`src/logic/aret_pkg.sv`:
```
// Constants for the retry-transmit and auto-acknowledge sequencer
package aret_pkg;
  // Clock and symbol timing
  localparam int CLK_PERIOD_NS = 4;
  localparam int ACK_STD_US = 192;
  localparam int ACK_SHORT_US = 32;
  localparam int ACK_TMO_US = 864;
  localparam int ACK_STD_CYC = ACK_STD_US * 1000 / CLK_PERIOD_NS;
  localparam int ACK_SHORT_CYC = ACK_SHORT_US * 1000 / CLK_PERIOD_NS;
  localparam int ACK_TMO_CYC = ACK_TMO_US * 1000 / CLK_PERIOD_NS;
  localparam int TMR_W = 18;
  // Register offsets
  localparam logic [5:0] REG_STATE_READBACK = 6'h01;
  localparam logic [5:0] REG_STATE_CONTROL = 6'h02;
  localparam logic [5:0] REG_RADIO_CTRL_B = 6'h04;
  localparam logic [5:0] REG_IRQ_MASK = 6'h0e;
  localparam logic [5:0] REG_IRQ_STATUS = 6'h0f;
  localparam logic [5:0] REG_EXT_CTRL_B = 6'h17;
  localparam logic [5:0] REG_EXT_CTRL_C = 6'h19;
  localparam logic [5:0] REG_EXT_CTRL_A = 6'h2c;
  // Field positions
  localparam int CMD_LSB = 0;
  localparam int RESULT_LSB = 5;
  localparam int ROUTE_EN_BIT = 6;
  localparam int ACK_DELAY_BIT = 2;
  localparam int TS_EN_BIT = 3;
  localparam int BCNT_LSB = 1;
  localparam int FCNT_LSB = 4;
  localparam int IRQ_PLL_BIT = 0;
  localparam int IRQ_RXSTART_BIT = 2;
  localparam int IRQ_DONE_BIT = 3;
  localparam int IRQ_AMI_BIT = 5;
  // Reset values
  localparam logic [7:0] IRQ_MASK_RST = 8'h00;
  localparam logic [7:0] CTRL_RST = 8'h00;
  localparam logic [7:0] EXT_A_RST = 8'h38;
  // Commands written to the state command field
  localparam logic [4:0] CMD_TX_START = 5'h02;
  localparam logic [4:0] CMD_OFF = 5'h08;
  localparam logic [4:0] CMD_PLL_ON = 5'h09;
  localparam logic [4:0] CMD_AUTOACK_ON = 5'h16;
  localparam logic [4:0] CMD_RETRY_ON = 5'h19;
  // State readback codes
  localparam logic [4:0] ST_OFF = 5'h08;
  localparam logic [4:0] ST_PLL = 5'h09;
  localparam logic [4:0] ST_BUSY_AA = 5'h11;
  localparam logic [4:0] ST_BUSY_RT = 5'h12;
  localparam logic [4:0] ST_LISTEN = 5'h16;
  localparam logic [4:0] ST_RETRY_IDLE = 5'h19;
  // Transaction result codes, no-CSMA backoff limit and acknowledge-request bit
  localparam logic [2:0] RES_SUCCESS = 3'h0;
  localparam logic [2:0] RES_PENDING = 3'h1;
  localparam logic [2:0] RES_CHAN_BUSY = 3'h3;
  localparam logic [2:0] RES_NO_ACK = 3'h5;
  localparam logic [2:0] RES_INVALID = 3'h7;
  localparam logic [2:0] BACKOFF_NO_CSMA = 3'h7;
  localparam int FCF_ACK_REQ_BIT = 5;

  typedef enum logic [9:0] {
    S_OFF = 10'h001,
    S_PLL = 10'h002,
    S_LISTEN = 10'h004,
    S_BUSY_RX = 10'h008,
    S_ACK_DLY = 10'h010,
    S_ACK_TX = 10'h020,
    S_RETRY_IDLE = 10'h040,
    S_CSMA = 10'h080,
    S_TX = 10'h100,
    S_ACK_WAIT = 10'h200
  } aret_state_t;
endpackage : aret_pkg

```
`src/logic/aret_pin_sync.sv`:
```
// Three-stage pin synchroniser with rising-edge pulse
module aret_pin_sync (
  // Clock and reset
  input wire logic core_clk,
  input wire logic sys_rst,
  // Pin and edge
  input wire logic pin,
  output logic rise
);
  logic s1_q;
  logic s2_q;
  logic s3_q;
  logic stable_q;

  always_ff @(posedge core_clk) begin
    if (sys_rst) begin
      s1_q <= 1'b0;
      s2_q <= 1'b0;
      s3_q <= 1'b0;
    end else begin
      s1_q <= pin;
      s2_q <= s1_q;
      s3_q <= s2_q;
    end
  end

  // Level accepted only once stages two and three agree
  always_ff @(posedge core_clk) begin
    if (sys_rst) begin
      stable_q <= 1'b0;
      rise <= 1'b0;
    end else begin
      rise <= 1'b0;
      if (s2_q == s3_q) begin
        stable_q <= s2_q;
        rise <= s2_q & ~stable_q;
      end
    end
  end
endmodule : aret_pin_sync

```
`src/logic/aret_engine.sv`:
```
// Retry-transmit and auto-acknowledge sequencer with register port
//
// Contract
// - Listening, a start-of-frame delimiter moves to busy-receiving auto-ack state.
// - Delay select clear: acknowledgment sent 12 symbols (192us) after frame.
// - Delay select set: acknowledgment sent two symbols after frame.
// - Transmit start runs CSMA-CA first; frame sent only on idle channel.
// - Transaction starts on trigger pin rising edge or transmit-go command.
// - Channel busy after backoff limit: abort, completion interrupt, result 3.
// - Acknowledge-request bit 5 of frame octet 1 decides acknowledgment wait.
// - Expecting acknowledgment: receive, then result from frame-pending subfield.
// - Frame buffer untouched during retry; other received frames discarded.
// - No acknowledgment within 54 symbols: retry whole transaction until limit exceeded.
// - Frame and backoff retry counts readable in register 0x19.
// - Transmit timestamping only when both route and timestamp enables set.
// - Result codes: 0 success, 1 pending, 3 busy, 5 no-ack, 7 unfinished.
// - No acknowledgment requested: completion interrupt after transmit, result success.
// - Backoff limit 7: no CSMA-CA, single attempt, frame limit ignored.
// - Busy-retry-transmit shown whole transaction, then retry-idle state.
// - Received acknowledgment pending bit selects pending-success or plain success.
// - Completion interrupt ends every retry transaction regardless of outcome.
// - Interrupts raised only when enabled in mask register 0x0E.
// - Auto-ack: header and match interrupts; completion only for filtered valid frames.
// - Entering either extended mode from off raises synthesizer-lock interrupt.
// - Result loaded with 7 at start of every transaction; resets to zero.
// - Acknowledgments in retry mode raise neither match nor completion interrupt; this design raises completion when one ends the wait.
//
// The register offsets and the strobed register port are this design's own decisions.
module aret_engine #(
  parameter int ACK_STD_CYCLES = aret_pkg::ACK_STD_CYC,
  parameter int ACK_SHORT_CYCLES = aret_pkg::ACK_SHORT_CYC,
  parameter int ACK_TMO_CYCLES = aret_pkg::ACK_TMO_CYC
) (
  // Clock and reset
  input wire logic core_clk,
  input wire logic sys_rst,
  // Register port
  input wire logic [5:0] reg_addr,
  input wire logic [7:0] reg_wdata,
  input wire logic reg_wr,
  input wire logic reg_rd,
  output logic [7:0] reg_rdata,
  // Host pins
  input wire logic sleep_tx_trigger_pin,
  output logic irq_pin,
  output logic timestamp_pin,
  // Radio front end, same clock
  output logic cca_start,
  input wire logic cca_done,
  input wire logic cca_idle,
  output logic tx_start,
  output logic tx_is_ack,
  input wire logic tx_done,
  input wire logic fb_octet1_bit,
  input wire logic rx_sfd,
  input wire logic rx_phr_ok,
  input wire logic rx_addr_match,
  input wire logic rx_end,
  input wire logic rx_fcs_ok,
  input wire logic rx_is_ack,
  input wire logic rx_ack_req,
  input wire logic rx_frame_pending,
  output logic fb_rx_write_en
);
  import aret_pkg::*;

  aret_state_t state_q;
  logic [2:0] result_q;
  logic [7:0] irq_mask_q;
  logic [7:0] irq_stat_q;
  logic [7:0] ctrl_b_q;
  logic [7:0] ext_a_q;
  logic [7:0] ext_b_q;
  logic [2:0] bcnt_q;
  logic [3:0] fcnt_q;
  logic [TMR_W-1:0] tmr_q;
  logic amatch_q;
  logic pin_rise;
  logic cmd_wr;
  logic [4:0] cmd;
  logic start_evt;
  logic [2:0] backoff_limit;
  logic [3:0] frame_limit;
  logic [7:0] irq_set;
  logic [7:0] rdata_d;
  logic ack_ok;

  function automatic logic [4:0] state_code(input aret_state_t s);
    case (s)
      S_OFF: state_code = ST_OFF;
      S_PLL: state_code = ST_PLL;
      S_LISTEN: state_code = ST_LISTEN;
      S_BUSY_RX, S_ACK_DLY, S_ACK_TX: state_code = ST_BUSY_AA;
      S_RETRY_IDLE: state_code = ST_RETRY_IDLE;
      default: state_code = ST_BUSY_RT;
    endcase
  endfunction : state_code

  aret_pin_sync u_trig_sync (
    .core_clk(core_clk),
    .sys_rst(sys_rst),
    .pin(sleep_tx_trigger_pin),
    .rise(pin_rise)
  );

  assign cmd_wr = reg_wr && (reg_addr == REG_STATE_CONTROL);
  assign cmd = reg_wdata[CMD_LSB +: 5];
  assign start_evt = (state_q == S_RETRY_IDLE) && (pin_rise || (cmd_wr && cmd == CMD_TX_START));
  assign backoff_limit = ext_a_q[BCNT_LSB +: 3];
  assign frame_limit = ext_a_q[FCNT_LSB +: 4];
  // only a valid acknowledgment ends the wait before the timeout
  assign ack_ok = rx_end && rx_fcs_ok && rx_is_ack;

  // Configuration registers
  always_ff @(posedge core_clk) begin
    if (sys_rst) begin
      irq_mask_q <= IRQ_MASK_RST;
      ctrl_b_q <= CTRL_RST;
      ext_a_q <= EXT_A_RST;
      ext_b_q <= CTRL_RST;
    end else if (reg_wr) begin
      case (reg_addr)
        REG_IRQ_MASK: irq_mask_q <= reg_wdata;
        REG_RADIO_CTRL_B: ctrl_b_q <= reg_wdata;
        REG_EXT_CTRL_A: ext_a_q <= reg_wdata;
        REG_EXT_CTRL_B: ext_b_q <= reg_wdata;
        default: ;
      endcase
    end
  end

  // Main sequencer
  always_ff @(posedge core_clk) begin
    if (sys_rst) begin
      state_q <= S_OFF;
      result_q <= RES_SUCCESS;
      bcnt_q <= 3'h0;
      fcnt_q <= 4'h0;
      tmr_q <= '0;
      amatch_q <= 1'b0;
      cca_start <= 1'b0;
      tx_start <= 1'b0;
      tx_is_ack <= 1'b0;
      irq_set <= 8'h00;
    end else begin
      cca_start <= 1'b0;
      tx_start <= 1'b0;
      irq_set <= 8'h00;
      if (tmr_q != '0) begin
        tmr_q <= tmr_q - 1'b1;
      end
      if (cmd_wr && cmd == CMD_OFF) begin
        state_q <= S_OFF;
      end else begin
        case (state_q)
          S_OFF, S_PLL: begin
            if (cmd_wr && cmd == CMD_PLL_ON) begin
              state_q <= S_PLL;
            end else if (cmd_wr && (cmd == CMD_AUTOACK_ON || cmd == CMD_RETRY_ON)) begin
              state_q <= (cmd == CMD_AUTOACK_ON) ? S_LISTEN : S_RETRY_IDLE;
              irq_set[IRQ_PLL_BIT] <= (state_q == S_OFF);
            end
          end
          S_LISTEN: begin
            if (rx_sfd) begin
              state_q <= S_BUSY_RX;
              result_q <= RES_INVALID;
              amatch_q <= 1'b0;
            end
          end
          S_BUSY_RX: begin
            irq_set[IRQ_RXSTART_BIT] <= rx_phr_ok;
            irq_set[IRQ_AMI_BIT] <= rx_addr_match;
            if (rx_addr_match) begin
              amatch_q <= 1'b1;
            end
            if (rx_end) begin
              state_q <= S_LISTEN;
              if (rx_fcs_ok && (amatch_q || rx_addr_match)) begin
                // completion only for filtered valid frames
                irq_set[IRQ_DONE_BIT] <= 1'b1;
                result_q <= RES_SUCCESS;
                if (rx_ack_req) begin
                  state_q <= S_ACK_DLY;
                  tmr_q <= ext_b_q[ACK_DELAY_BIT] ? TMR_W'(ACK_SHORT_CYCLES - 1) : TMR_W'(ACK_STD_CYCLES - 1);
                end
              end
            end
          end
          S_ACK_DLY: begin
            if (tmr_q == '0) begin
              tx_start <= 1'b1;
              tx_is_ack <= 1'b1;
              state_q <= S_ACK_TX;
            end
          end
          S_ACK_TX: begin
            if (tx_done) begin
              tx_is_ack <= 1'b0;
              state_q <= S_LISTEN;
            end
          end
          S_RETRY_IDLE: begin
            if (start_evt) begin
              result_q <= RES_INVALID;
              bcnt_q <= 3'h0;
              fcnt_q <= 4'h0;
              if (backoff_limit == BACKOFF_NO_CSMA) begin
                state_q <= S_TX;
                tx_start <= 1'b1;
              end else begin
                state_q <= S_CSMA;
                cca_start <= 1'b1;
              end
            end
          end
          S_CSMA: begin
            if (cca_done) begin
              if (cca_idle) begin
                state_q <= S_TX;
                tx_start <= 1'b1;
              end else if (bcnt_q == backoff_limit) begin
                result_q <= RES_CHAN_BUSY;
                irq_set[IRQ_DONE_BIT] <= 1'b1;
                state_q <= S_RETRY_IDLE;
              end else begin
                bcnt_q <= bcnt_q + 3'h1;
                cca_start <= 1'b1;
              end
            end
          end
          S_TX: begin
            if (tx_done) begin
              // acknowledge request from frame octet one
              if (fb_octet1_bit) begin
                state_q <= S_ACK_WAIT;
                tmr_q <= TMR_W'(ACK_TMO_CYCLES - 1);
              end else begin
                result_q <= RES_SUCCESS;
                irq_set[IRQ_DONE_BIT] <= 1'b1;
                state_q <= S_RETRY_IDLE;
              end
            end
          end
          S_ACK_WAIT: begin
            if (ack_ok) begin
              result_q <= rx_frame_pending ? RES_PENDING : RES_SUCCESS;
              irq_set[IRQ_DONE_BIT] <= 1'b1;
              state_q <= S_RETRY_IDLE;
            end else if (tmr_q == '0) begin
              if (backoff_limit == BACKOFF_NO_CSMA || fcnt_q == frame_limit) begin
                result_q <= RES_NO_ACK;
                irq_set[IRQ_DONE_BIT] <= 1'b1;
                state_q <= S_RETRY_IDLE;
              end else begin
                fcnt_q <= fcnt_q + 4'h1;
                bcnt_q <= 3'h0;
                state_q <= S_CSMA;
                cca_start <= 1'b1;
              end
            end
          end
          default: state_q <= S_OFF;
        endcase
      end
    end
  end

  always_ff @(posedge core_clk) begin
    if (sys_rst) begin
      irq_stat_q <= 8'h00;
      irq_pin <= 1'b0;
    end else begin
      if (reg_rd && reg_addr == REG_IRQ_STATUS) begin
        irq_stat_q <= irq_set & irq_mask_q;
      end else begin
        irq_stat_q <= irq_stat_q | (irq_set & irq_mask_q);
      end
      irq_pin <= |(irq_stat_q & irq_mask_q);
    end
  end

  // timestamp strobe and buffer write guard
  always_ff @(posedge core_clk) begin
    if (sys_rst) begin
      timestamp_pin <= 1'b0;
      fb_rx_write_en <= 1'b0;
    end else begin
      timestamp_pin <= (state_q == S_TX) && ctrl_b_q[ROUTE_EN_BIT] && ext_b_q[TS_EN_BIT];
      fb_rx_write_en <= (state_q == S_LISTEN) || (state_q == S_BUSY_RX);
    end
  end

  // Read mux; unmapped offsets read zero
  always_comb begin
    rdata_d = 8'h00;
    case (reg_addr)
      REG_STATE_READBACK: rdata_d = {3'h0, state_code(state_q)};
      REG_STATE_CONTROL: rdata_d = {result_q, 5'h00};
      REG_RADIO_CTRL_B: rdata_d = ctrl_b_q;
      REG_IRQ_MASK: rdata_d = irq_mask_q;
      REG_IRQ_STATUS: rdata_d = irq_stat_q;
      REG_EXT_CTRL_B: rdata_d = ext_b_q;
      REG_EXT_CTRL_C: rdata_d = {fcnt_q, bcnt_q, 1'b0};
      REG_EXT_CTRL_A: rdata_d = ext_a_q;
      default: rdata_d = 8'h00;
    endcase
  end

  always_ff @(posedge core_clk) begin
    if (sys_rst) begin
      reg_rdata <= 8'h00;
    end else begin
      reg_rdata <= reg_rd ? rdata_d : 8'h00;
    end
  end

  // Checks
  a_sfd_to_busy: assert property (@(posedge core_clk) disable iff (sys_rst)
    state_q == S_LISTEN && rx_sfd && !cmd_wr |=> state_q == S_BUSY_RX && result_q == RES_INVALID)
    else $error("sfd did not enter busy receive");
  a_ack_delay_std: assert property (@(posedge core_clk) disable iff (sys_rst)
    state_q == S_BUSY_RX && rx_end && rx_fcs_ok && amatch_q && rx_ack_req && !ext_b_q[ACK_DELAY_BIT] && !cmd_wr
    |=> tmr_q == TMR_W'(ACK_STD_CYCLES - 1))
    else $error("standard ack delay not loaded");
  a_csma_first: assert property (@(posedge core_clk) disable iff (sys_rst)
    start_evt && backoff_limit != BACKOFF_NO_CSMA && !(cmd_wr && cmd == CMD_OFF) |=> state_q == S_CSMA && cca_start)
    else $error("csma not started first");
  a_chan_busy: assert property (@(posedge core_clk) disable iff (sys_rst)
    state_q == S_CSMA && cca_done && !cca_idle && bcnt_q == backoff_limit && !cmd_wr
    |=> result_q == RES_CHAN_BUSY && state_q == S_RETRY_IDLE && irq_set[IRQ_DONE_BIT])
    else $error("busy channel not reported");
  a_no_ack_done: assert property (@(posedge core_clk) disable iff (sys_rst)
    state_q == S_TX && tx_done && !fb_octet1_bit && !cmd_wr |=> result_q == RES_SUCCESS && state_q == S_RETRY_IDLE)
    else $error("no-ack transmit not completed");
  a_single_shot: assert property (@(posedge core_clk) disable iff (sys_rst)
    start_evt && backoff_limit == BACKOFF_NO_CSMA && !(cmd_wr && cmd == CMD_OFF) |=> state_q == S_TX && tx_start)
    else $error("limit seven did not skip csma");
  a_ack_pending: assert property (@(posedge core_clk) disable iff (sys_rst)
    state_q == S_ACK_WAIT && ack_ok && !cmd_wr |=> result_q[2:1] == 2'h0 && result_q[0] == $past(rx_frame_pending))
    else $error("ack result wrong");
  a_fbuf_guard: assert property (@(posedge core_clk) disable iff (sys_rst)
    state_q inside {S_RETRY_IDLE, S_CSMA, S_TX, S_ACK_WAIT} ##1 state_q != S_LISTEN |-> !fb_rx_write_en)
    else $error("buffer writable during retry mode");
  a_irq_masked: assert property (@(posedge core_clk) disable iff (sys_rst)
    !irq_mask_q[IRQ_DONE_BIT] && !$past(irq_stat_q[IRQ_DONE_BIT]) |-> !irq_stat_q[IRQ_DONE_BIT] || $past(irq_mask_q[IRQ_DONE_BIT]))
    else $error("masked interrupt raised");
endmodule : aret_engine

```
`config.mk`:
```
export PLATFORM = sky130hd
export DESIGN_NAME = aret_engine
export DESIGN_NICKNAME = d
export VERILOG_FILES = /design/src/logic/aret_pkg.sv /design/src/logic/aret_pin_sync.sv /design/src/logic/aret_engine.sv
export SDC_FILE = /design/constraint.sdc
export NUM_CORES = 1
export LEC_CHECK = 0
export ABC_AREA = 1
export BUFFER_PORTS_ARGS = -buffer_cell sky130_fd_sc_hd__buf_4
export CORE_ASPECT_RATIO = 0.5
export CORE_MARGIN = 2
export CORE_UTILIZATION = 65
export DETAILED_ROUTE_END_ITERATION = 10
export GPL_ROUTABILITY_DRIVEN = 0
export PLACE_DENSITY_LB_ADDON = 0.15
export SYNTH_ARGS = -nofsm -noshare
export SYNTH_HDL_FRONTEND = slang
export SYNTH_SLANG_ARGS = --single-unit
```
`constraint.sdc`:
```
create_clock -name core_clk -period 3.6 [get_ports core_clk]
set_clock_uncertainty 0.15 [all_clocks]
set_input_delay 0.36 -clock core_clk [delete_from_list [all_inputs] [get_ports core_clk]]
set_output_delay 0.36 -clock core_clk [all_outputs]
set_load 0.02 [all_outputs]
```
==> results.txt <==
The capturing element of the worst setup path is fcnt_q[3]$_SDFFE_PP0P_. The number of hold buffers added after CTS was 0. Slowest library cell on the worst path: sky130_fd_sc_hd__o21ai_0.

At the pin with the least slew margin, the transition time is 694.7 ps. After clock tree synthesis, the repair step resized 0 gates. Dividing total power by cell area gives a power density of 630.1 nW/um^2. The final period demand of the worst path was 2427 ps; the area overhead of the layout relative to synthesis was 12.40%. The count of final max-slew check failures was 0. The cell area after synthesis is 5669 sq um, and the net count after synthesis is 883.

After synthesis, flip-flops and latches occupy 34.61% of the total area. The post-route clock period utilization is 67.43%. After the last flow step, the layout net total stands at 923.

The number of global-route vias before repair was 5,606. The floorplan has 24 rows. The number of different library cells used by synthesis comes to 46. The region available for standard cell placement spans 8588 sq um. The critical path buffer and inverter count was 1. Clock transition at the registers of the reported paths: 70 ps. In this run, the number of DRC markers left after iteration 0 of detailed routing was 786. The type of element launching the critical path was a flip-flop. Entering global routing, the biggest net connects 30 pins.

The buffer depth of the longest clock path was 2. The signal on the critical path passes through inv_1, ha_1, nand2_1, nor2_1, nand3_1, o21ai_0, nand3_1, nand2_1, a21oi_1. The total global routing track utilization is 36.09%, and the synthesized area divided by synthesized cell count is 6.677 sq um. Buffers inserted during clock tree synthesis total 9. The first detailed-routing pass took 8 iterations.

TritonCTS built the clock tree. The logs give 66.01% for the effective utilization at floorplan and 1 for the remaining routing DRC violations. Combinational cells account for 42.8% of the total power. The first-pass GRT wire length came out at 26.61 mm. Dividing the detail-routed wire length by the instance count gives 16.55 um. For the worst-skew pair, the clock arrives at the later sink with an insertion delay of 350 ps.

After filler insertion, the fill cell instance count of the layout stands at 721. The tools report the gate count after technology mapping as 849. For this run the aggregate overflow at the end of global routing stands at 0. Using the TritonRoute via totals, the vias-per-cell ratio works out to 5.867. In this design, the stage delay of the slowest critical-path cell is 570 ps. The die is 136.1 um wide. The buffer count from post-CTS setup fixing is 0.

The worst setup path is captured at a flip-flop. The die covers 9530 sq um. Summed over all cells, the static leakage comes to 2.969 nW. The worst hold path begins at sleep_tx_trigger_pin. In the post-route analysis, the smallest setup slack over all paths is 1173 ps.

The depth of the most critical reg-to-reg path is 9. Timing analysis after detailed placement gives a worst setup slack of 1281 ps. CTS placed an instance of sky130_fd_sc_hd__clkbuf_16 at the clock tree root. Headroom to the max-slew limit came out at 53.51%. Setup violations remaining at the end of the flow were counted as 0.

The endpoint of the lowest-slack register-to-register path was fcnt_q[3]$_SDFFE_PP0P_. Hold timing on the final database bottoms out at a slack of 69.67 ps. The final reports fail on design-rule violations. Derived from the worst setup path, the maximum achievable clock frequency is 0.4120 GHz. Count of clock tree sinks: 98.

The synthesized design contains 0 enable-type register cells. Most used flip-flop cell after synthesis: sky130_fd_sc_hd__dfxtp_1. The share of total power dissipated in the clock network is 23.4%.

Cells with a size suffix above 1 make up 15.21% of the layout. The critical path crosses 9 cells after its start point. At the worst endpoint, the arrival time is 2500 ps.

The category of cells accounting for the largest share of critical-path delay was simple AND/OR/NAND/NOR gates. Once detail routing completed, the nets flagged for antenna violations numbered 0. Wires add up to 16.74 mm.

The min-delay analysis places its worst path in the category in2reg. In this run the number of H-tree levels came out at 3. In this run, flip-flops and latches consume 33.8% of the power.

The cell internal power dissipation was 2.284 mW. The run gives 45 as the top-level I/O count. The via count of the routed design is 5,932, and the switching component of the power is 1.731 mW.

Critical path class: reg2reg. The final count of hold timing violations is 0, and the max capacitance violation total is 0. For this run, the number of Yosys warnings is 0. Data on the critical path is required at its endpoint by 3680 ps. Setup slack on the worst reg-to-reg path comes out at 1170 ps. For the initial antenna violation count, the log shows 0. Setup repair after global routing left no endpoint under its margin. The post-synthesis sequential element count is 98, and the port buffer count is 44.

Adding up every negative setup slack in the final design gives 0 ps. The share of async-settable or async-resettable flops after synthesis came out at 0%. Across the VDD grid, the largest voltage drop is 525.6 uV. From bottom edge to top edge, the die measures 70.04 um. Tracing the worst setup path back leads to its startpoint at tmr_q[0]$_SDFF_PP0_. The startpoint of the lowest-slack register-to-register path was tmr_q[0]$_SDFF_PP0_. Highest net fanout along the worst path: 5.

The flow ran to the end, but the final reports show violations. The repair_antennas step left the layout with diodes totalling 0. In this run switching power makes up 43.11% of total power. The detailed placer's ending HPWL came out at 12.66 mm.
[metal layers]
| metal | vias to the layer above | wire length [um] | GRT usage, % | share of wire [%] |
|---|---|---|---|---|
| met5 | - | 0 | 0 | 0 |
| met4 | 0 | 510 | 15.74 | 3.0 |
| met3 | 53 | 1531 | 9.586 | 9.1 |
| met2 | 325 | 7356 | 55.83 | 44 |
| met1 | 2707 | 7339 | 47.58 | 44 |
| li1 | 2847 | - | - | - |
[per-stage QoR]
stage / instances / instance area [sq um] / total power, mW / utilization (%)
after CTS: 1011 / 6372 / 3.978 / 74.20
after global placement: 995 / 6086 / 3.011 / 70.86
after floorplan: 849 / 5669 / 2.678 / -
after detailed placement: 995 / 6086 / 3.044 / 70.86
final: 1011 / 6372 / 4.015 / 74.20
after global routing: 1011 / 6372 / 4.259 / 74.20
[synth_stat cells (4+ instances only)]
| cell type | count | share of area [%] |
|---|---|---|
| sky130_fd_sc_hd__nand2_1 | 178 | 12 |
| sky130_fd_sc_hd__inv_1 | 109 | 7.2 |
| sky130_fd_sc_hd__nor2_1 | 107 | 7.1 |
| sky130_fd_sc_hd__dfxtp_1 | 98 | 35 |
| sky130_fd_sc_hd__nand3_1 | 75 | 6.6 |
| sky130_fd_sc_hd__a21oi_1 | 68 | 6.0 |
| sky130_fd_sc_hd__o21ai_0 | 36 | 3.2 |
| sky130_fd_sc_hd__nand4_1 | 20 | 2.2 |
| sky130_fd_sc_hd__clkbuf_1 | 13 | 0.86 |
| sky130_fd_sc_hd__nor2_2 | 13 | 1.4 |
| sky130_fd_sc_hd__inv_2 | 9 | 0.60 |
| sky130_fd_sc_hd__nand2_2 | 9 | 0.99 |
| sky130_fd_sc_hd__nor3_1 | 9 | 0.79 |
| sky130_fd_sc_hd__nand3_2 | 8 | 1.4 |
| sky130_fd_sc_hd__xor2_1 | 8 | 1.2 |
| sky130_fd_sc_hd__nor2_4 | 7 | 1.4 |
| sky130_fd_sc_hd__o22ai_1 | 7 | 0.77 |
| sky130_fd_sc_hd__xnor2_1 | 7 | 1.1 |
| sky130_fd_sc_hd__a31oi_1 | 6 | 0.66 |
| sky130_fd_sc_hd__or2_2 | 6 | 0.66 |
| sky130_fd_sc_hd__nand2_4 | 5 | 0.99 |
| sky130_fd_sc_hd__a221oi_1 | 4 | 0.62 |
| sky130_fd_sc_hd__nor3_2 | 4 | 0.71 |
| sky130_fd_sc_hd__o21ai_1 | 4 | 0.35 |
[worst min-delay path by stage]
stage / cells past startpoint / endpoint
final: 3 / u_trig_sync.s1_q$_SDFF_PP0_
after global routing: 3 / u_trig_sync.s1_q$_SDFF_PP0_
after CTS: 3 / u_trig_sync.s1_q$_SDFF_PP0_
after detailed placement: 2 / u_trig_sync.s2_q$_SDFF_PP0_
after global placement: 2 / u_trig_sync.s2_q$_SDFF_PP0_
after floorplan: 2 / u_trig_sync.s2_q$_SDFF_PP0_
[cell type report]
| class | instances | area (sq um) | area share (%) |
|---|---|---|---|
| Clock buffer | 10 | 239.0 | 3.750 |
| Clock inverter | 6 | 47.55 | 0.7461 |
| Inverter | 120 | 457.9 | 7.186 |
| Multi-Input combinational cell | 614 | 3174 | 49.81 |
| Sequential cell | 98 | 1962 | 30.79 |
| Tap cell | 117 | 146.4 | 2.297 |
| Timing Repair Buffer | 46 | 345.3 | 5.419 |
[sequential cells by signal, indices dropped and copies added (netlist names), 8 cells and up]
signal and flops:
reg_rdata 8, ext_b_q 8, ext_a_q 8, tmr_q 18, irq_mask_q 8, state_q 10, ctrl_b_q 8
[logic make-up (layout without fill, tap and decap cells)]
group | Yosys count | after routing | synth area share (%)
AND/OR/NAND/NOR | 455 | 455 | 39.11
flip-flops | 98 | 98 | 34.61
buffers and inverters | 137 | 182 | 9.402
XOR/XNOR | 15 | 15 | 2.317
adder cells (fa/ha/maj) | 3 | 3 | 0.6622
AO/OA/AOI/OAI | 141 | 141 | 13.90
[power by group through the flow]
stage | sequential [mW] | clock, mW | combinational [mW]
floorplan | 1.34 | 0 | 1.34
global placement | 1.37 | 0 | 1.64
detailed placement | 1.37 | 0 | 1.67
CTS | 1.35 | 0.940 | 1.69
global route | 1.37 | 0.983 | 1.91
finish | 1.36 | 0.941 | 1.72
[cell usage in the layout, fill, tap and decap left out, drive strengths merged, types with 8 or more instances in the layout]
cell type,Yosys,routed
o21ai,43,43
dfxtp,98,98
buf,4,46
nand4,20,20
clkbuf,13,10
nor3,13,13
nand3,84,84
a21oi,69,69
nand2,194,194
nor2,130,130
inv,119,121
xor2,8,8
[worst register-to-register path, stage by stage (launching register included)]
cell and delay, ps:
sky130_fd_sc_hd__dfxtp_1 330, sky130_fd_sc_hd__inv_1 130, sky130_fd_sc_hd__ha_1 240, sky130_fd_sc_hd__nand2_1 110
sky130_fd_sc_hd__nor2_1 170, sky130_fd_sc_hd__nand3_1 260, sky130_fd_sc_hd__o21ai_0 570, sky130_fd_sc_hd__nand3_1 180
sky130_fd_sc_hd__nand2_1 110, sky130_fd_sc_hd__a21oi_1 60
Note: power is estimated with default switching activity, not from simulation.
